===== config.mk =====
export PLATFORM = sky130hd
export DESIGN_NAME = rxf_top
export DESIGN_NICKNAME = d
export VERILOG_FILES = /design/src/logic/rxf_pkg.sv /design/src/logic/rxf_top.sv
export SDC_FILE = /design/constraint.sdc
export NUM_CORES = 1
export LEC_CHECK = 0
export ABC_AREA = 1
export ABC_CLOCK_PERIOD_IN_PS = 2900
export BUFFER_PORTS_ARGS = -buffer_cell sky130_fd_sc_hd__buf_2
export CORE_UTILIZATION = 50
export CTS_CLUSTER_DIAMETER = 80
export DETAILED_ROUTE_END_ITERATION = 10
export GPL_TIMING_DRIVEN = 0
export HOLD_SLACK_MARGIN = 0.06
export PLACE_DENSITY = 0.82
export SYNTH_ARGS = -nofsm -noshare
export SYNTH_HDL_FRONTEND = slang
export SYNTH_SLANG_ARGS = --single-unit
export TNS_END_PERCENT = 30

===== constraint.sdc =====
create_clock -name aclk -period 2.9 [get_ports aclk]
set_clock_uncertainty 0.2 [all_clocks]
set_input_delay 0.58 -clock aclk [delete_from_list [all_inputs] [get_ports aclk]]
set_output_delay 0.58 -clock aclk [all_outputs]
set_load 0.01 [all_outputs]

===== src/logic/rxf_pkg.sv =====
// shared constants, types and register map of the receive filter block
package rxf_pkg;

    // register byte addresses on the AXI4-Lite slave
    localparam logic [7:0] RXF_A_CFG = 8'h0C;
    localparam logic [7:0] RXF_A_TXPG = 8'h10;
    localparam logic [7:0] RXF_A_TXLL = 8'h14;
    localparam logic [7:0] RXF_A_TXLH = 8'h18;
    localparam logic [7:0] RXF_A_TXGO = 8'h1C;
    localparam logic [7:0] RXF_A_TALLY = 8'h20;
    localparam logic [7:0] RXF_A_STA = 8'h30;
    localparam logic [7:0] RXF_A_HASH = 8'h50;
    localparam int RXF_N_TALLY = 3;
    localparam int RXF_N_STA = 6;
    localparam int RXF_N_HASH = 8;

    // tally order: alignment, crc, missed
    localparam int TL_ALIGN = 0;
    localparam int TL_CRC = 1;
    localparam int TL_MISS = 2;

    // rx_accept_config fields
    localparam int CFG_SAVE_ERR = 0;
    localparam int CFG_SHORT = 1;
    localparam int CFG_ONES = 2;
    localparam int CFG_GROUP = 3;
    localparam int CFG_ANY = 4;
    localparam int CFG_CHECK_ONLY = 5;
    localparam int CFG_W = 6;

    // rx_frame_status fields
    localparam int ST_INTACT = 0;
    localparam int ST_CRC = 1;
    localparam int ST_ALIGN = 2;
    localparam int ST_OVF = 3;
    localparam int ST_MISSED = 4;
    localparam int ST_GROUP = 5;
    localparam int ST_OFF = 6;
    localparam int ST_DEFER = 7;

    // reset values
    localparam logic [CFG_W-1:0] RXF_CFG_RST = 6'h00;
    localparam logic [7:0] RXF_BYTE_RST = 8'h00;

    // frame limits and counters
    localparam logic [15:0] RXF_MIN_LEN = 16'h0040;
    localparam logic [15:0] RXF_RUNT_MIN = 16'h0008;
    localparam logic [15:0] RXF_DEST_LAST = 16'h0005;
    localparam logic [7:0] RXF_TALLY_MAX = 8'hC0;
    localparam logic [31:0] RXF_CRC_POLY = 32'h04C11DB7;
    localparam logic [31:0] RXF_CRC_INIT = 32'hFFFFFFFF;

    // bus responses
    localparam logic [1:0] RXF_OKAY = 2'h0;
    localparam logic [1:0] RXF_DECERR = 2'h3;

    typedef enum logic [1:0] {RX_IDLE, RX_ADDR, RX_DATA} rxf_rx_e;

    // one received byte from the decoder path
    typedef struct packed {
        logic valid;
        logic sof;
        logic eof;
        logic [7:0] data;
        logic crc_ok;
        logic [2:0] dribble;
    } rxf_rx_s;

    // status byte written into buffer memory
    typedef struct packed {
        logic valid;
        logic [7:0] status;
    } rxf_stat_wr_s;

endpackage


===== src/logic/rxf_top.sv =====
// receive acceptance filter, receive status, tallies and tx page start
//
// Behaviour
// [RULE1] errored frames dropped unless saving errored frames
// [RULE2] short frames kept only if enabled, >=8 bytes
// [RULE3] all-ones destination kept only when enabled
// [RULE4] group addresses pass through the hash filter
// [RULE5] station address must match unless any accepted
// [RULE6] check-only mode: no buffering, count missed frames
// [RULE7] address type picks one test: all-ones, else group, else own match
// [RULE8] software: full promiscuous needs all enables, hash ones
// [RULE9] status byte written for good or saved frames
// [RULE10] status cleared when next frame starts
// [RULE11] intact only if no crc, align, overflow, missed
// [RULE12] crc mismatch sets crc flag and tally
// [RULE13] dribble bits plus crc fail: alignment error
// [RULE14] good crc with dribble is no error
// [RULE15] fifo overflow sets flag and aborts frame
// [RULE16] no buffer or check-only sets missed, tally
// [RULE17] group match flag: 0 station, 1 group
// [RULE18] rx off flag follows check-only mode
// [RULE19] defer flag follows carrier or collision
// [RULE20] registers are 8 bits wide, the config register 6
// [RULE21] page registers hold address bits 15-8
// [RULE22] tx start loads page, low byte zero
// [RULE23] six crc msbs pick one of 64 hash bits
// [RULE24] tallies saturate at 192, clear on read
//
// The AXI4-Lite slave port is this design's own decision.
`timescale 1ns/100ps
module rxf_top (
    // clock and reset
    input wire logic aclk,
    input wire logic aresetn,
    // axi4-lite write
    input wire logic [7:0] s_axi_awaddr,
    input wire logic s_axi_awvalid,
    output logic s_axi_awready,
    input wire logic [31:0] s_axi_wdata,
    input wire logic [3:0] s_axi_wstrb,
    input wire logic s_axi_wvalid,
    output logic s_axi_wready,
    output logic [1:0] s_axi_bresp,
    output logic s_axi_bvalid,
    input wire logic s_axi_bready,
    // axi4-lite read
    input wire logic [7:0] s_axi_araddr,
    input wire logic s_axi_arvalid,
    output logic s_axi_arready,
    output logic [31:0] s_axi_rdata,
    output logic [1:0] s_axi_rresp,
    output logic s_axi_rvalid,
    input wire logic s_axi_rready,
    // receive byte path
    input rxf_pkg::rxf_rx_s rx_in,
    input wire logic rx_fifo_ovf,
    input wire logic rx_no_buffer,
    // line state pins
    input wire logic carrier_pin,
    input wire logic collision_pin,
    // buffer memory and transmit dma
    output rxf_pkg::rxf_stat_wr_s stat_wr,
    output logic tx_go,
    output logic [15:0] tx_dma_addr
);
    import rxf_pkg::*;

    ////////////////////////////////////////////////////////////////////
    // declarations

    logic aw_hold_reg, aw_next, awready_reg;
    logic w_hold_reg, w_next, wready_reg;
    logic [7:0] aw_addr_reg;
    logic [7:0] w_byte_reg;
    logic w_lane0_reg;
    logic bvalid_reg;
    logic [1:0] bresp_reg;
    logic wr_fire, wr_ok, wr_en;
    logic rvalid_reg, rv_next, arready_reg;
    logic [31:0] rdata_reg;
    logic [1:0] rresp_reg;
    logic rd_fire, rd_ok;
    logic [7:0] rd_byte;

    logic [CFG_W-1:0] cfg_reg;
    logic [7:0] stat_reg;
    logic [7:0] tx_page_reg, tx_len_lo_reg, tx_len_hi_reg;
    logic [7:0] sta_reg [RXF_N_STA];
    logic [7:0] hash_reg [RXF_N_HASH];
    logic [7:0] tally_reg [RXF_N_TALLY];
    logic [RXF_N_TALLY-1:0] tally_inc, tally_clr;
    logic tx_go_reg;
    logic [15:0] tx_dma_addr_reg;
    rxf_stat_wr_s stat_wr_reg;

    logic cs_meta_reg, cs_sync_reg, col_meta_reg, col_sync_reg;

    rxf_rx_e state_reg;
    logic [15:0] cnt_reg, len;
    logic [7:0] dest_reg [RXF_N_STA];
    logic [31:0] crc_reg, crc_nx;
    logic [5:0] hash_idx_reg;
    logic byte_in, sof_in, eof_in, abort;
    logic is_group, is_ones, phys_hit, hash_hit, addr_ok, len_ok;
    logic crc_bad, align_bad, accept, missed, store;
    logic [7:0] frame_stat;

    ////////////////////////////////////////////////////////////////////
    // helpers

    // one byte through the crc generator, lsb first
    function automatic logic [31:0] crc_byte(input logic [31:0] c, input logic [7:0] d);
        logic [31:0] r;
        logic fb;
        r = c;
        for (int i = 0; i < 8; i++) begin
            fb = r[31] ^ d[i];
            r = {r[30:0], 1'b0};
            if (fb) begin
                r = r ^ RXF_CRC_POLY;
            end
        end
        return r;
    endfunction

    // saturating tally step; a read clear with an increment leaves one
    function automatic logic [7:0] sat_inc(input logic [7:0] v, input logic inc,
                                           input logic clr);
        if (clr) begin
            return inc ? 8'h01 : 8'h00;
        end
        if (inc && v < RXF_TALLY_MAX) begin
            return v + 8'h01;
        end
        return v;
    endfunction

    ////////////////////////////////////////////////////////////////////
    // axi4-lite write channel

    assign wr_fire = aw_hold_reg & w_hold_reg & ~bvalid_reg;
    assign wr_en = wr_fire & wr_ok & w_lane0_reg;

    always_comb begin
        aw_next = aw_hold_reg;
        w_next = w_hold_reg;
        if (s_axi_awvalid && awready_reg) begin
            aw_next = 1'b1;
        end else if (wr_fire) begin
            aw_next = 1'b0;
        end
        if (s_axi_wvalid && wready_reg) begin
            w_next = 1'b1;
        end else if (wr_fire) begin
            w_next = 1'b0;
        end
    end

    always_ff @(posedge aclk) begin
        if (!aresetn) begin
            aw_hold_reg <= 1'b0;
            w_hold_reg <= 1'b0;
            awready_reg <= 1'b0;
            wready_reg <= 1'b0;
            aw_addr_reg <= RXF_BYTE_RST;
            w_byte_reg <= RXF_BYTE_RST;
            w_lane0_reg <= 1'b0;
            bvalid_reg <= 1'b0;
            bresp_reg <= RXF_OKAY;
        end else begin
            aw_hold_reg <= aw_next;
            w_hold_reg <= w_next;
            awready_reg <= ~aw_next;
            wready_reg <= ~w_next;
            if (s_axi_awvalid && awready_reg) begin
                aw_addr_reg <= s_axi_awaddr;
            end
            if (s_axi_wvalid && wready_reg) begin
                w_byte_reg <= s_axi_wdata[7:0];
                w_lane0_reg <= s_axi_wstrb[0];
            end
            if (wr_fire) begin
                bvalid_reg <= 1'b1;
                bresp_reg <= wr_ok ? RXF_OKAY : RXF_DECERR;
            end else if (s_axi_bready) begin
                bvalid_reg <= 1'b0;
            end
        end
    end

    // writable addresses; the tallies and the status are read-only
    always_comb begin
        wr_ok = (aw_addr_reg == RXF_A_CFG) || (aw_addr_reg == RXF_A_TXPG) ||
                (aw_addr_reg == RXF_A_TXLL) || (aw_addr_reg == RXF_A_TXLH) ||
                (aw_addr_reg == RXF_A_TXGO);
        for (int i = 0; i < RXF_N_STA; i++) begin
            if (aw_addr_reg == 8'(RXF_A_STA + 4 * i)) begin
                wr_ok = 1'b1;
            end
        end
        for (int i = 0; i < RXF_N_HASH; i++) begin
            if (aw_addr_reg == 8'(RXF_A_HASH + 4 * i)) begin
                wr_ok = 1'b1;
            end
        end
    end

    ////////////////////////////////////////////////////////////////////
    // axi4-lite read channel

    assign rd_fire = s_axi_arvalid & arready_reg;
    assign rv_next = rd_fire | (rvalid_reg & ~s_axi_rready);

    // [RULE20] byte-wide read map
    always_comb begin
        rd_ok = 1'b1;
        rd_byte = 8'h00;
        if (s_axi_araddr == RXF_A_CFG) begin
            rd_byte = stat_reg;
        end else if (s_axi_araddr == RXF_A_TXGO) begin
            rd_byte = tx_dma_addr_reg[15:8];
        end else begin
            rd_ok = 1'b0;
        end
        for (int i = 0; i < RXF_N_TALLY; i++) begin
            tally_clr[i] = rd_fire && (s_axi_araddr == 8'(RXF_A_TALLY + 4 * i));
            if (s_axi_araddr == 8'(RXF_A_TALLY + 4 * i)) begin
                rd_ok = 1'b1;
                rd_byte = tally_reg[i];
            end
        end
        for (int i = 0; i < RXF_N_STA; i++) begin
            if (s_axi_araddr == 8'(RXF_A_STA + 4 * i)) begin
                rd_ok = 1'b1;
                rd_byte = sta_reg[i];
            end
        end
        for (int i = 0; i < RXF_N_HASH; i++) begin
            if (s_axi_araddr == 8'(RXF_A_HASH + 4 * i)) begin
                rd_ok = 1'b1;
                rd_byte = hash_reg[i];
            end
        end
    end

    always_ff @(posedge aclk) begin
        if (!aresetn) begin
            rvalid_reg <= 1'b0;
            arready_reg <= 1'b0;
            rdata_reg <= 32'h00000000;
            rresp_reg <= RXF_OKAY;
        end else begin
            rvalid_reg <= rv_next;
            arready_reg <= ~rv_next;
            if (rd_fire) begin
                rdata_reg <= {24'h000000, rd_byte};
                rresp_reg <= rd_ok ? RXF_OKAY : RXF_DECERR;
            end
        end
    end

    ////////////////////////////////////////////////////////////////////
    // software registers and transmit start

    always_ff @(posedge aclk) begin
        if (!aresetn) begin
            cfg_reg <= RXF_CFG_RST;
            tx_page_reg <= RXF_BYTE_RST;
            tx_len_lo_reg <= RXF_BYTE_RST;
            tx_len_hi_reg <= RXF_BYTE_RST;
            for (int i = 0; i < RXF_N_STA; i++) begin
                sta_reg[i] <= RXF_BYTE_RST;
            end
            for (int i = 0; i < RXF_N_HASH; i++) begin
                hash_reg[i] <= RXF_BYTE_RST;
            end
        end else if (wr_en) begin
            if (aw_addr_reg == RXF_A_CFG) begin
                cfg_reg <= w_byte_reg[CFG_W-1:0];
            end
            // [RULE21] page holds bits 15-8
            if (aw_addr_reg == RXF_A_TXPG) begin
                tx_page_reg <= w_byte_reg;
            end
            // [RULE20] 16-bit length split
            if (aw_addr_reg == RXF_A_TXLL) begin
                tx_len_lo_reg <= w_byte_reg;
            end
            if (aw_addr_reg == RXF_A_TXLH) begin
                tx_len_hi_reg <= w_byte_reg;
            end
            for (int i = 0; i < RXF_N_STA; i++) begin
                if (aw_addr_reg == 8'(RXF_A_STA + 4 * i)) begin
                    sta_reg[i] <= w_byte_reg;
                end
            end
            for (int i = 0; i < RXF_N_HASH; i++) begin
                if (aw_addr_reg == 8'(RXF_A_HASH + 4 * i)) begin
                    hash_reg[i] <= w_byte_reg;
                end
            end
        end
    end

    // [RULE22] start loads page address
    always_ff @(posedge aclk) begin
        if (!aresetn) begin
            tx_go_reg <= 1'b0;
            tx_dma_addr_reg <= 16'h0000;
        end else begin
            tx_go_reg <= wr_en && (aw_addr_reg == RXF_A_TXGO) && w_byte_reg[0];
            if (wr_en && (aw_addr_reg == RXF_A_TXGO) && w_byte_reg[0]) begin
                tx_dma_addr_reg <= {tx_page_reg, 8'h00};
            end
        end
    end

    ////////////////////////////////////////////////////////////////////
    // line state synchronisers

    always_ff @(posedge aclk) begin
        if (!aresetn) begin
            cs_meta_reg <= 1'b0;
            cs_sync_reg <= 1'b0;
            col_meta_reg <= 1'b0;
            col_sync_reg <= 1'b0;
        end else begin
            cs_meta_reg <= carrier_pin;
            cs_sync_reg <= cs_meta_reg;
            col_meta_reg <= collision_pin;
            col_sync_reg <= col_meta_reg;
        end
    end

    ////////////////////////////////////////////////////////////////////
    // frame evaluation

    assign byte_in = rx_in.valid;
    assign sof_in = byte_in & rx_in.sof;
    assign eof_in = byte_in & rx_in.eof & (state_reg != RX_IDLE | rx_in.sof);
    assign abort = rx_fifo_ovf & (state_reg != RX_IDLE);
    assign crc_nx = crc_byte(sof_in ? RXF_CRC_INIT : crc_reg, rx_in.data);

    always_comb begin
        len = sof_in ? 16'h0001 : cnt_reg + 16'h0001;
        is_group = dest_reg[0][0];
        is_ones = 1'b1;
        phys_hit = 1'b1;
        for (int i = 0; i < RXF_N_STA; i++) begin
            is_ones = is_ones & (&dest_reg[i]);
            phys_hit = phys_hit & (dest_reg[i] == sta_reg[i]);
        end
        // [RULE23] hash bit lookup
        hash_hit = hash_reg[hash_idx_reg[5:3]][hash_idx_reg[2:0]];
        // [RULE3] [RULE4] [RULE5] [RULE7] address filter
        addr_ok = is_ones ? cfg_reg[CFG_ONES] :
                  is_group ? (cfg_reg[CFG_GROUP] & hash_hit) :
                  (cfg_reg[CFG_ANY] | phys_hit);
        // [RULE2] length filter
        len_ok = (len >= RXF_MIN_LEN) || (cfg_reg[CFG_SHORT] && len >= RXF_RUNT_MIN);
        // [RULE12] [RULE13] [RULE14] error coding
        crc_bad = ~rx_in.crc_ok;
        align_bad = crc_bad & (rx_in.dribble != 3'h0);
        // [RULE1] errored frame handling
        accept = addr_ok & len_ok & (~crc_bad | cfg_reg[CFG_SAVE_ERR]);
        // [RULE6] [RULE16] missed frame
        missed = accept & (cfg_reg[CFG_CHECK_ONLY] | rx_no_buffer);
        store = accept & ~missed;
        // [RULE11] [RULE17] frame status
        frame_stat = 8'h00;
        frame_stat[ST_INTACT] = ~crc_bad & ~missed;
        frame_stat[ST_CRC] = crc_bad;
        frame_stat[ST_ALIGN] = align_bad;
        frame_stat[ST_MISSED] = missed;
        frame_stat[ST_GROUP] = is_group;
        tally_inc = 3'h0;
        if (eof_in && !abort && addr_ok && len_ok) begin
            tally_inc[TL_ALIGN] = align_bad;
            tally_inc[TL_CRC] = crc_bad;
            tally_inc[TL_MISS] = missed;
        end
    end

    always_ff @(posedge aclk) begin
        if (!aresetn) begin
            state_reg <= RX_IDLE;
            cnt_reg <= 16'h0000;
            crc_reg <= RXF_CRC_INIT;
            hash_idx_reg <= 6'h00;
            for (int i = 0; i < RXF_N_STA; i++) begin
                dest_reg[i] <= RXF_BYTE_RST;
            end
        end else if (abort) begin
            state_reg <= RX_IDLE;
        end else if (byte_in && (sof_in || state_reg != RX_IDLE)) begin
            cnt_reg <= len;
            crc_reg <= crc_nx;
            if (state_reg == RX_ADDR || sof_in) begin
                dest_reg[len[2:0] - 3'h1] <= rx_in.data;
            end
            // [RULE23] latch six crc msbs
            if (len == RXF_DEST_LAST + 16'h0001) begin
                hash_idx_reg <= crc_nx[31:26];
            end
            case (state_reg)
                RX_IDLE: state_reg <= RX_ADDR;
                RX_ADDR: state_reg <= (len > RXF_DEST_LAST) ? RX_DATA : RX_ADDR;
                RX_DATA: state_reg <= RX_DATA;
                default: state_reg <= RX_IDLE;
            endcase
            if (eof_in) begin
                state_reg <= RX_IDLE;
            end
        end
    end

    // status register and status write to buffer memory
    always_ff @(posedge aclk) begin
        if (!aresetn) begin
            stat_reg <= RXF_BYTE_RST;
            stat_wr_reg <= '0;
        end else begin
            // [RULE18] rx off follows mode
            stat_reg[ST_OFF] <= cfg_reg[CFG_CHECK_ONLY];
            // [RULE19] defer from line state
            stat_reg[ST_DEFER] <= cs_sync_reg | col_sync_reg;
            stat_wr_reg.valid <= 1'b0;
            if (abort) begin
                // [RULE15] overflow aborts frame
                stat_reg[ST_OVF] <= 1'b1;
                stat_reg[ST_INTACT] <= 1'b0;
            end else if (eof_in && addr_ok && len_ok) begin
                stat_reg[5:0] <= frame_stat[5:0];
                // [RULE9] write status when buffered
                stat_wr_reg.valid <= store;
                stat_wr_reg.status <= {cs_sync_reg | col_sync_reg,
                                       cfg_reg[CFG_CHECK_ONLY], frame_stat[5:0]};
            end else if (sof_in) begin
                // [RULE10] clear on frame start
                stat_reg[5:0] <= 6'h00;
            end
        end
    end

    // [RULE24] saturating read-clear tallies
    always_ff @(posedge aclk) begin
        if (!aresetn) begin
            for (int i = 0; i < RXF_N_TALLY; i++) begin
                tally_reg[i] <= RXF_BYTE_RST;
            end
        end else begin
            for (int i = 0; i < RXF_N_TALLY; i++) begin
                tally_reg[i] <= sat_inc(tally_reg[i], tally_inc[i], tally_clr[i]);
            end
        end
    end

    ////////////////////////////////////////////////////////////////////
    // outputs

    assign s_axi_awready = awready_reg;
    assign s_axi_wready = wready_reg;
    assign s_axi_bvalid = bvalid_reg;
    assign s_axi_bresp = bresp_reg;
    assign s_axi_arready = arready_reg;
    assign s_axi_rvalid = rvalid_reg;
    assign s_axi_rdata = rdata_reg;
    assign s_axi_rresp = rresp_reg;
    assign stat_wr = stat_wr_reg;
    assign tx_go = tx_go_reg;
    assign tx_dma_addr = tx_dma_addr_reg;
endmodule // rxf_top


Word level (Yosys, flattened, before mapping)
Memory sizes are Yosys's and may differ from the RTL's. A register that Yosys moved wholly into a read port is not among the register bits.
Cells that the tools add are included.
W data, S select, Z words.

word-level totals
  register bits after elaboration = 135
  memory bits (writable) = 184
  input port bits = 78
  output and inout bits = 67
  word-level logic and storage cells = 415
  memories kept = 4

memory list
  memory     depth  bits a word  read ports  clocked after memory_dff  write ports  RTL line        source
  hash_reg   8      8            9           1                         8            rxf_top.sv:89   logic [7:0] hash_reg [RXF_N_HASH];
  dest_reg   6      8            6           0                         6            rxf_top.sv:100  logic [7:0] dest_reg [RXF_N_STA];
  sta_reg    6      8            6           0                         6            rxf_top.sv:88   logic [7:0] sta_reg [RXF_N_STA];
  tally_reg  3      8            3           0                         3            rxf_top.sv:90   logic [7:0] tally_reg [RXF_N_TALLY];

operators by class
  $add $sub $neg = 5
  order comparisons = 7
  equality and inequality tests = 47
  multiplexer cells = 199
  bitwise logic cells = 76
  reductions and logical operators = 46

operator list
  cell                     count
  $mux W8                  52
  $mux W27                 8
  $eq A8 B7 Y1 const B     20
  $mux W1                  125
  $not A14 Y14             8
  $eq A8 B6 Y1 const B     11
  $eq A8 B8 Y1             6
  $reduce_and A8 Y1        6
  $eq A8 B5 Y1 const B     5
  $mux W32                 1
  $and A1 B1 Y1            27
  $add A8 B1 Y8 const B    3
  $lt A8 B8 Y1 const B     3
  $or A1 B1 Y1             23
  $logic_and A1 B1 Y1      17
  $add A16 B1 Y16 const B  1
  $eq A16 B3 Y1 const B    1
  $eq A8 B4 Y1 const B     2
  $ge A16 B4 Y1 const B    1
  $ge A16 B7 Y1 const B    1
  $gt A16 B3 Y1 const B    1
  $mux W16                 1
  $mux W3                  4
  $mux W6                  2
  19 further kinds         51

Logic depth before layout (Yosys ltp)
Gate-level depths: netlist of the first run.

  word-level depth = 25
  depth in mapped cells = 21
  mapped depth without buffers = 18

Worst setup path before layout of the first run
OpenSTA, ideal clock, no wires.

  kind = input-to-reg
  start point = input rx_in[14] (netlist bit)
  end point = memory dest_reg[5][0] (enable)
  library setup time = 0.386 ns
  data arrival time = 2.518 ns
  data required time = 2.314 ns
  slack = -0.204 ns
  stages on the path = 12
  buffers on the path = 2
  path through = nand2_2 > inv_2 > buf_6 > buf_2 > nor2_1 > ha_1 > inv_1 > nor2_1 > nor2_1 > nand2_1 > o21ai_0 > a211oi_1

RTL lines
  element          RTL line        source
  start, declared  rxf_top.sv:55   input rxf_pkg::rxf_rx_s rx_in,
  end, declared    rxf_top.sv:100

Worst setup path in the final report of the first run
  start point = input s_axi_araddr[2]
  end point = register rdata_reg[0] (netlist: s_axi_rdata[0])

on the way
  longest elaborated chain between the ends = 20
  elaborated cells between the ends (all ways) = 38
  those cells by class = eq/ne: 19; mux: 19

RTL lines
  element               RTL line        source
  start, declared       rxf_top.sv:47   input wire logic [7:0] s_axi_araddr,
  $eq A8 B5 Y1          rxf_top.sv:220  end else if (s_axi_araddr == RXF_A_TXGO) begin
  $mux W8               rxf_top.sv:220
  $mux W8               rxf_top.sv:218  if (s_axi_araddr == RXF_A_CFG) begin
  $mux W8 (3 in a row)  rxf_top.sv:227  if (s_axi_araddr == 8'(RXF_A_TALLY + 4 * i)) begin
  $mux W8 (6 in a row)  rxf_top.sv:233  if (s_axi_araddr == 8'(RXF_A_STA + 4 * i)) begin
  $mux W8 (7 in a row)  rxf_top.sv:239  if (s_axi_araddr == 8'(RXF_A_HASH + 4 * i)) begin
  $mux W8 *             rxf_top.sv:239
  end signal, assigned  rxf_top.sv:256  rdata_reg <= {24'h000000, rd_byte};
  end, declared         rxf_top.sv:80   logic [31:0] rdata_reg;

Mark *: on every way between the ends. The rest lies on a longest branch, timed or not.
A chain may end at the register's enable or synchronous reset.

==> results.sh, run 1 <==
export IMPL_via_count=15230
export IMPL_p_sw_frac=0.2685
export IMPL_antenna_found_initial=0
export IMPL_finalNetCount=2364
export IMPL_power_density_nw_per_um2=560.9
export IMPL_synth_mux_area_frac=0
export IMPL_yosysMostFrequentCell="nand2_1"
export IMPL_grt_overflow=0
export IMPL_synth_edf_count=160
export IMPL_synth_area_leaders="edfxtp_1 29%, dfxtp_1 19%, nand2_1 11%"
export IMPL_dieArea_um2=34040
export IMPL_synthSimpleGateAreaFrac=0.2842
export IMPL_rsz0062_at_grt="yes"
export IMPL_diodes=0
export IMPL_die_w_um=184.5
export IMPL_fp_coreArea_um2=32620
export IMPL_grt_pass1_vias=13890
export IMPL_drv_cap=0
export IMPL_ant_nets=0
export IMPL_post_synth_fa_ha_maj_area_fraction=0.006011
export IMPL_worstMarginPinSlew_ps=1423
export IMPL_synth_top_area_cell="edfxtp_1"
export IMPL_ys_ff_latch=320
export IMPL_start_util=0.5105
export IMPL_totalPowerFinal_mw=10.87
export IMPL_synth_seq_area_share=0.4809
export IMPL_synth_cells=2108
export IMPL_slew_limit_headroom=0.05107
export IMPL_firstDrtPassIters=5
export IMPL_violations="setup timing"
export IMPL_critPathMaxFanout=10
export IMPL_intPower_mw=7.949
export IMPL_track_usage=0.2895
export IMPL_p_leak_nw=7.762
export IMPL_ys_warn_count=0
export IMPL_cts_htree_levels=2
export IMPL_p_clk_frac=0.405
export IMPL_io_buffer_count=83
export IMPL_setup_viol=9
export IMPL_hold_viol_final=0
export IMPL_drive_gt1_frac=0.1506
export IMPL_ys_types=49
export IMPL_critPathCaptureType="flip-flop"
export IMPL_comb_power_share=0.127
export IMPL_startpoint_type="input pin"
export IMPL_wl_per_cell_um=18.14
export IMPL_period_share=1.030
export IMPL_syn_to_final_growth_pct=16.35
export IMPL_period_minus_slack_ps=2986
export IMPL_synthXorXnorAreaFrac=0.05973
export IMPL_synth_main_ff_cell="edfxtp_1"
export IMPL_cts_buffer_depth=3
export IMPL_cts_sinks=320
export IMPL_hp_class="in -> reg"
export IMPL_cts_tree="yes"
export IMPL_maxSlewViolCount=0
export IMPL_worst_slack_ps=-86.23
export IMPL_grt_pass1_wl_um=75470
export IMPL_die_h_um=184.5
export IMPL_vias_per_cell=5.547
export IMPL_switching_power_mw=2.918
export IMPL_ys_async_sr_fraction=0
export IMPL_pwr_share_seq=0.468
export IMPL_clkTransAtPathRegs_ps=60
export IMPL_io_pins=145
export IMPL_worstSkewPairLatency_ps=540
export IMPL_fmax_ghz=0.3349
export IMPL_first_iter_violations=1781
export IMPL_whs_ps=68.34
export IMPL_numCtsBuffers=34
export IMPL_grt_max_degree=15
export IMPL_netlist_area_leader_share=0.2885
export IMPL_critPathKind="in -> reg"
export IMPL_synth_top_family_by_area="simple AND/OR/NAND/NOR gates"
export IMPL_arrival_ps=3170
export IMPL_status="finished with violations"
export IMPL_required_ps=3090
export IMPL_largest_register_ffs=64
export IMPL_num_rows=66
export IMPL_hpwl_um=37040
export IMPL_synth_compound_area_frac=0.08934
export IMPL_drc=0
export IMPL_place_gp_congestion=1.018
export IMPL_clockRootBuffer="clkbuf_16"
export IMPL_totalWireLength_um=49810
export IMPL_synth_commonest_cells="508 x nand2_1, 327 x nor2_1, 190 x inv_1"
export IMPL_peakVddDrop_uv=520.1
export IMPL_syn_area_um2=16650
export IMPL_syn_avg_cell_area_um2=7.900
[cell usage in the layout (no fill, tap or decap), types with 35 or more instances in the layout]
cell / count
clkbuf_1: 42
dfxtp_1: 156
nor2_1: 318
buf_2: 88
o21ai_0: 88
inv_1: 189
nand2_1: 479
xnor2_1: 56
nand3_1: 115
nand4_1: 54
buf_4: 58
clkbuf_16: 35
a21oi_1: 152
edfxtp_1: 160
[through the flow]
step,util,cell area (um2),worst slack (ps),instances,setup TNS (ps)
after global placement,0.5440,17750,-908.0,2665,-65670
after floorplan,-,16780,-3.437,2140,-55.00
after detailed placement,0.5443,17760,-688.6,2665,-72150
final,0.5940,19370,-86.23,2746,-232.4
after global routing,0.5940,19370,-217.7,2746,-6237
after CTS,0.5845,19070,-273.6,2731,-2881
[logic make-up after synthesis]
logic type,after synthesis
and+or+nand+nor,1099
buffers and inverters,301
xor gates and xnor gates,96
adders and majority gates,8
DFF,320
other,1
AOI/OAI and AO/OA,283
[final cells by class]
class                      instances  area, um2
fill                            2751      13240
timing repair buffer             102      598.1
inverter                         201      762.0
multi-input combinational       1519       7745
buffer                           100      588.1
clock buffer                      40      904.6
clock inverter                    22      209.0
sequential                       320       8015
tap                              442      553.0
[per-layer routing]
metal | share of wire | vias to the layer above | global-route usage
li1 | - | 7159 | -
met1 | 0.40 | 7046 | 0.3901
met2 | 0.46 | 901 | 0.4676
met3 | 0.10 | 127 | 0.04505
met4 | 0.043 | 0 | 0.1107
met5 | 0 | - | 0
[critical path, cell delays in order]
cell      delay [ps]
buf_2             90
clkbuf_1         310
nand3_1          220
nor2_1           760
inv_1            320
or2_2            370
nand2_1           90
nand3_1           80
nand2_1           70
nand2_1          110
nand2_1           90
a21oi_1           70
[power by group through the flow]
| stage | clock (mW) | combinational, mW | sequential [mW] |
|---|---|---|---|
| after floorplan | 0 | 0.957 | 5.13 |
| after global placement | 0 | 1.25 | 5.17 |
| after detailed placement | 0 | 1.28 | 5.18 |
| after CTS | 4.39 | 1.32 | 5.08 |
| after global routing | 4.57 | 1.50 | 5.10 |
| final | 4.40 | 1.38 | 5.09 |
[timing repair]
action	in CTS	in global routing
cloned	0	1
pin swaps	4	9
hold buffers	1	0
endpoints found under the hold margin	1	0
resized for setup	39	61
buffers inserted	3	14
endpoints found under the setup margin	212	278
[path summary, 6_finish.rpt]
kind | startpoint | to | slack, ps | depth (start not counted)
setup / recovery | s_axi_araddr[2] | s_axi_rdata[0]$_SDFFE_PN0P_ | -90 | 12
setup reg to reg | flip-flop | tally_reg[0][19]$_SDFFE_PP0P_ | -20 | 19
hold / removal | collision_pin | col_meta_reg$_SDFF_PN0_ | 70 | 3
hold reg to reg | hash_idx_reg[4]$_SDFFE_PN0P_ | flip-flop | 230 | 2
Note: power is estimated with default switching activity, not from simulation.
==> inputs of run 2 (changes only) <==
Settings changed: ABC_CLOCK_PERIOD_IN_PS 2900 to 2800, PLACE_DENSITY 0.82 to 0.8.
Clock period 2.9 ns to 2.8 ns, I/O delays scaled along.
==> run 2 against run 1 <==
Effect of this change: the run still ends with setup timing left; wire length is 4.9% higher; flip-flop and latch count stayed put; global-route usage is 0.93 points higher; register-to-register slack worse by 30 ps; clock-buffer cell count is 3 lower; sequential power is 4% higher; setup slack better by 39 ps; first-iteration DRC count is 9.0% higher; critical path type is now reg -> reg; critical endpoint is now tally_reg[0][13]$_SDFFE_PP0P_; largest power group unchanged; highest routed layer unchanged.
==> results.sh, run 2 (synthesis gave the netlist of run 1 again) <==
export IMPL_status="finished with violations"
export IMPL_violations="setup timing"
export IMPL_p_leak_nw=8.106
export IMPL_crit_top_cell="nand2_1"
export IMPL_cts_buffer_depth=3
export IMPL_io_buffer_count=83
export IMPL_largest_register_ffs=64
export IMPL_num_rows=66
export IMPL_arrival_ps=3090
export IMPL_place_gp_congestion=0.9591
export IMPL_dieArea_um2=34040
export IMPL_maxSlewViolCount=0
export IMPL_period_minus_slack_ps=2847
export IMPL_worstMarginPinSlew_ps=1409
export IMPL_drive_gt1_frac=0.2053
export IMPL_critPathMaxFanout=7
export IMPL_fmax_ghz=0.3512
export IMPL_firstDrtPassIters=6
export IMPL_worstSkewPairLatency_ps=520
export IMPL_fp_coreArea_um2=32620
export IMPL_crit_slowest_cell="dfxtp_4"
export IMPL_die_w_um=184.5
export IMPL_track_usage=0.2987
export IMPL_grt_pass1_wl_um=77440
export IMPL_totalWireLength_um=52260
export IMPL_first_iter_violations=1942
export IMPL_grt_max_degree=15
export IMPL_required_ps=3040
export IMPL_peakVddDrop_uv=472.4
export IMPL_cts_tree="yes"
export IMPL_placed_cell_area_um2=17770
export IMPL_vias_per_cell=5.659
export IMPL_io_pins=145
export IMPL_critPathCaptureType="flip-flop"
export IMPL_fillers=2705
export IMPL_path_cells="clkbuf_16, inv_12, buf_12, nand2_1, nand3_1, nand3_1, nand2_1, nand2_1, nand3_2, nand2_4, nand2_2, nand4_1, nand2_2, nand4_4, buf_12, nor2_8, nand2_8, clkinv_8, nand2_4, a21oi_2"
export IMPL_startpoint_type="flip-flop"
export IMPL_grt_pass1_vias=14210
export IMPL_fin_area_um2=20260
export IMPL_drc=0
export IMPL_ant_nets=0
export IMPL_hold_viol_final=0
export IMPL_rsz0062_at_grt="yes"
export IMPL_via_count=15650
export IMPL_hpwl_um=37690
export IMPL_clkTransAtPathRegs_ps=60
export IMPL_numCtsBuffers=34
export IMPL_grt_overflow=0
export IMPL_hp_class="in -> reg"
export IMPL_cts_sinks=320
export IMPL_power_density_nw_per_um2=554.2
export IMPL_slew_limit_headroom=0.06087
export IMPL_critPathKind="reg -> reg"
export IMPL_start_util=0.5105
export IMPL_finalNetCount=2385
export IMPL_period_share=1.017
export IMPL_diodes=0
export IMPL_wl_per_cell_um=18.90
export IMPL_setup_viol=24
export IMPL_r2r_slack_ps=-50
export IMPL_clockRootBuffer="clkbuf_16"
export IMPL_utilization=0.6211
export IMPL_syn_to_final_growth_pct=21.67
export IMPL_drv_cap=0
export IMPL_antenna_found_initial=0
export IMPL_cts_htree_levels=2
export IMPL_die_h_um=184.5
export IMPL_slowest_delay_ps=380
export IMPL_final_common_cell="nand2_1"
export IMPL_layout_common_cells="440 x nand2_1, 305 x nor2_1, 183 x inv_1"
export IMPL_worst_slack_ps=-47.34
run 2: cell types whose count changed in the layout (fill, tap and decap cells not counted), moves of 6 or more:
| cell | delta |
|---|---|
| inv_1 | -6 |
| nor2_1 | -13 |
| a21oi_1 | -11 |
| nor2_4 | +8 |
| buf_12 | +6 |
| nand3_2 | +24 |
| nand2_2 | +32 |
| nand2_4 | +6 |
| a21oi_2 | +11 |
| nand3_1 | -28 |
| nand2_1 | -39 |
run 2: final cells by class:
type | instances | area [um2] | area share
clock buffer | 37 | 872.1 | 0.04304
sequential | 320 | 8029 | 0.3963
buffer | 100 | 678.2 | 0.03347
timing repair buffer | 122 | 887.1 | 0.04378
inverter | 201 | 793.3 | 0.03915
clock inverter | 23 | 201.4 | 0.009943
tap | 442 | 553.0 | 0.02730
multi-input combinational | 1520 | 8247 | 0.4070
run 2: what timing repair did:
item,CTS,global route
hold buffers,2,0
pin swaps,4,49
gates resized for setup,74,205
setup buffers,6,22
endpoints found under the setup margin,274,241
endpoints found under the hold margin,2,0
gates cloned,0,8
run 2: worst max-delay path: cells and delay by family, from the launching register on:
kind / cells / cell delay, ps
flip-flops: 1 / 380
buffers and inverters: 5 / 660
AND/OR/NAND/NOR: 14 / 1370
AO/OA/AOI/OAI: 1 / 150
run 2: metrics by stage:
| step | cells | hold slack, ps | setup TNS [ps] | setup slack (ps) | total power [mW] |
|---|---|---|---|---|---|
| after floorplan | 2140 | 190.5 | -1655 | -103.4 | 6.302 |
| after global placement | 2665 | 196.9 | -90380 | -1050 | 6.661 |
| after detailed placement | 2667 | 202.9 | -91010 | -689.5 | 6.700 |
| after CTS | 2735 | 77.15 | -200.2 | -36.25 | 11.10 |
| after global routing | 2765 | 100.6 | -6832 | -142.8 | 11.53 |
| final | 2765 | 84.66 | -228.4 | -47.34 | 11.23 |
run 2: path summary, 6_finish.rpt:
kind	cells past startpoint	from	endpoint
worst max-delay path	20	flip-flop	tally_reg[0][13]$_SDFFE_PP0P_
worst min-delay path	3	s_axi_wdata[0]	w_byte_reg[0]$_SDFFE_PN0P_
worst min register to register	2	cs_meta_reg$_SDFF_PN0_	cs_sync_reg$_SDFF_PN0_
worst max register to register	20	flip-flop	tally_reg[0][13]$_SDFFE_PP0P_
run 2: power by group:
group,internal [mW],leakage [nW],total (mW),switching [mW]
Combinational,0.530,4.62,1.50,0.970
Sequential,5.11,2.96,5.28,0.165
Clock,2.54,0.527,4.45,1.92
Total,8.18,8.11,11.2,3.05
run 2: per-layer routing:
layer,up-vias,part of all wire,global-route usage
met4,0,0.048,0.1310
li1,7207,-,-
met3,181,0.10,0.04703
met2,983,0.46,0.4814
met5,-,0,0
met1,7277,0.39,0.3970
==> inputs of run 3 (changes only) <==
--- a/config.mk
+++ b/config.mk
@@ -15,4 +15,5 @@
 export HOLD_SLACK_MARGIN = 0.06
 export PLACE_DENSITY = 0.8
+export RECOVER_POWER = 25
 export SYNTH_ARGS = -nofsm -noshare
 export SYNTH_HDL_FRONTEND = slang
==> constraint.sdc (replaced) <==
create_clock -name aclk -period 2.8 [get_ports aclk]
set_clock_uncertainty 0.2 [all_clocks]
set_input_delay 0.42 -clock aclk [delete_from_list [all_inputs] [get_ports aclk]]
set_output_delay 0.42 -clock aclk [all_outputs]
set_load 0.01 [all_outputs]
==> run 3 against run 2 <==
Effect of this change: the flow finishes with violations (capacitance limit, slew limit, setup timing); wire length is 0.52% higher; setup slack better by 40 ps; clock-buffer cell count up 9; largest cell class unchanged; global-route usage is 0.15 points higher; final area increased by 0.40%; combinational power hardly changed; via count rose by 0.22%; first-iteration DRC count is 2.1% higher; flip-flop and latch count is the same; fmax up 1.4%.
==> results.sh, run 3 (synthesis gave the netlist of run 1 again) <==
export IMPL_status="finished with violations"
export IMPL_violations="capacitance limit, slew limit, setup timing"
export IMPL_cts_buffer_depth=3
export IMPL_drv_cap=1
export IMPL_crit_slowest_cell="clkbuf_1"
export IMPL_utilization=0.6236
export IMPL_drc=0
export IMPL_worstMarginPinSlew_ps=1573
export IMPL_totalWireLength_um=52540
export IMPL_io_buffer_count=83
export IMPL_place_inst=2665
export IMPL_hold_viol_final=0
export IMPL_place_gp_congestion=0.9921
export IMPL_slowest_delay_ps=1040
export IMPL_startpoint_type="input pin"
export IMPL_layout_cells_non_filler=2785
export IMPL_grt_pass1_vias=14150
export IMPL_period_share=1.002
export IMPL_syn_to_final_growth_pct=22.15
export IMPL_grt_max_degree=15
export IMPL_maxSlewViolCount=11
export IMPL_setup_viol=5
export IMPL_cts_sinks=320
export IMPL_io_pins=145
export IMPL_power_density_nw_per_um2=553.9
export IMPL_grt_overflow=0
export IMPL_track_usage=0.3003
export IMPL_num_rows=66
export IMPL_required_ps=2760
export IMPL_period_minus_slack_ps=2807
export IMPL_placed_cell_area_um2=17750
export IMPL_firstDrtPassIters=6
export IMPL_dieArea_um2=34040
export IMPL_via_count=15680
export IMPL_fp_coreArea_um2=32620
export IMPL_hpwl_um=37740
export IMPL_post_place_ws_ps=-1053
export IMPL_antenna_found_initial=0
export IMPL_arrival_ps=2770
export IMPL_die_w_um=184.5
export IMPL_worst_slack_ps=-6.881
export IMPL_critPathKind="in -> reg"
export IMPL_wl_per_cell_um=18.86
export IMPL_path_cells="clkbuf_1, clkbuf_1, clkbuf_1, nand2_2"
export IMPL_first_iter_violations=1982
export IMPL_fillers=2692
export IMPL_numCtsBuffers=34
export IMPL_fmax_ghz=0.3563
export IMPL_critPathMaxFanout=10
export IMPL_fin_area_um2=20340
export IMPL_slew_limit_headroom=-0.04844
export IMPL_p_leak_nw=8.143
export IMPL_rsz0062_at_grt="yes"
export IMPL_critPathCaptureType="flip-flop"
export IMPL_finalNetCount=2406
export IMPL_ant_nets=0
export IMPL_die_h_um=184.5
export IMPL_drive_gt1_frac=0.1869
export IMPL_diodes=0
export IMPL_largest_register_ffs=64
export IMPL_layout_common_cells="467 x nand2_1, 307 x nor2_1, 186 x inv_1"
export IMPL_start_util=0.5105
export IMPL_totalPowerFinal_mw=11.27
export IMPL_clockRootBuffer="clkbuf_16"
export IMPL_clkTransAtPathRegs_ps=60
export IMPL_grt_pass1_wl_um=77530
export IMPL_cts_htree_levels=2
export IMPL_final_common_cell="nand2_1"
export IMPL_peakVddDrop_uv=449.2
export IMPL_crit_top_cell="clkbuf_1"
export IMPL_vias_per_cell=5.631
export IMPL_cts_tree="yes"
export IMPL_worstSkewPairLatency_ps=520
export IMPL_hp_class="in -> reg"
==> run 3: changes by cell type in the layout (fill, tap and decap cells not counted), moves of 5 or more <==
| cell | change |
|---|---|
| buf_6 | -5 |
| clkbuf_1 | +6 |
| clkinv_1 | -5 |
| dlygate4sd3_1 | +22 |
| nand2_1 | +27 |
| nand2_2 | -25 |
==> run 3: final timing paths <==
| kind | from | end | slack, ps | cells past startpoint |
|---|---|---|---|---|
| max | aresetn | sta_reg[3][1]$_SDFFCE_PN0P_ | -7 | 4 |
| min | s_axi_wstrb[0] | w_lane0_reg$_SDFFE_PN0P_ | 60 | 3 |
| max reg2reg | flip-flop | tally_reg[0][13]$_SDFFE_PP0P_ | 20 | 20 |
| min reg2reg | col_meta_reg$_SDFF_PN0_ | col_sync_reg$_SDFF_PN0_ | 220 | 2 |
==> run 3: worst max-delay path: cells and delay by family <==
family	cells	cell delay (ps)
buffers and inverters	3	1980
AND/OR/NAND/NOR	1	350
==> run 3: power breakdown <==
part	switching, mW	total (mW)	internal [mW]
registers	0.163	5.28	5.11
clock network	1.88	4.50	2.62
logic	0.953	1.49	0.539
total	3.00	11.3	8.27
==> run 3: cell type report <==
class                      instances  area [um2]  share of cell area
clock inverter                    13       126.4            0.006213
inverter                         201       783.3             0.03851
multi-input combinational       1520        8119              0.3992
timing repair buffer             143        1100             0.05407
buffer                           100       663.1             0.03260
clock buffer                      46       968.4             0.04761
tap                              442       553.0             0.02719
sequential                       320        8028              0.3947
==> run 3: routing by layer <==
layer,track usage,routed length (um),vias to the layer above
li1,-,-,7253
met1,0.3968,20630,7362
met2,0.4869,24390,926
met3,0.05098,5332,142
met4,0.1233,2191,0
met5,0,0,-
==> run 3: repair_timing <==
| action | 4_1_cts | 5_1_grt |
|---|---|---|
| setup endpoints to repair | 300 | 333 |
| resized for setup | 65 | 162 |
| endpoints found under the hold margin | 25 | 0 |
| cloned | 0 | 9 |
| buffers inserted | 7 | 21 |
| hold buffers | 24 | 0 |
| pin swaps | 8 | 49 |
==> run 3: stage by stage <==
stage          hold WS (ps)  setup TNS, ps
3_5_place_dp          203.4         -97770
4_1_cts               61.26         -111.3
3_3_place_gp          195.2         -81700
6_report              59.87         -32.32
5_1_grt               80.67          -3975
2_1_floorplan         190.5          -1655
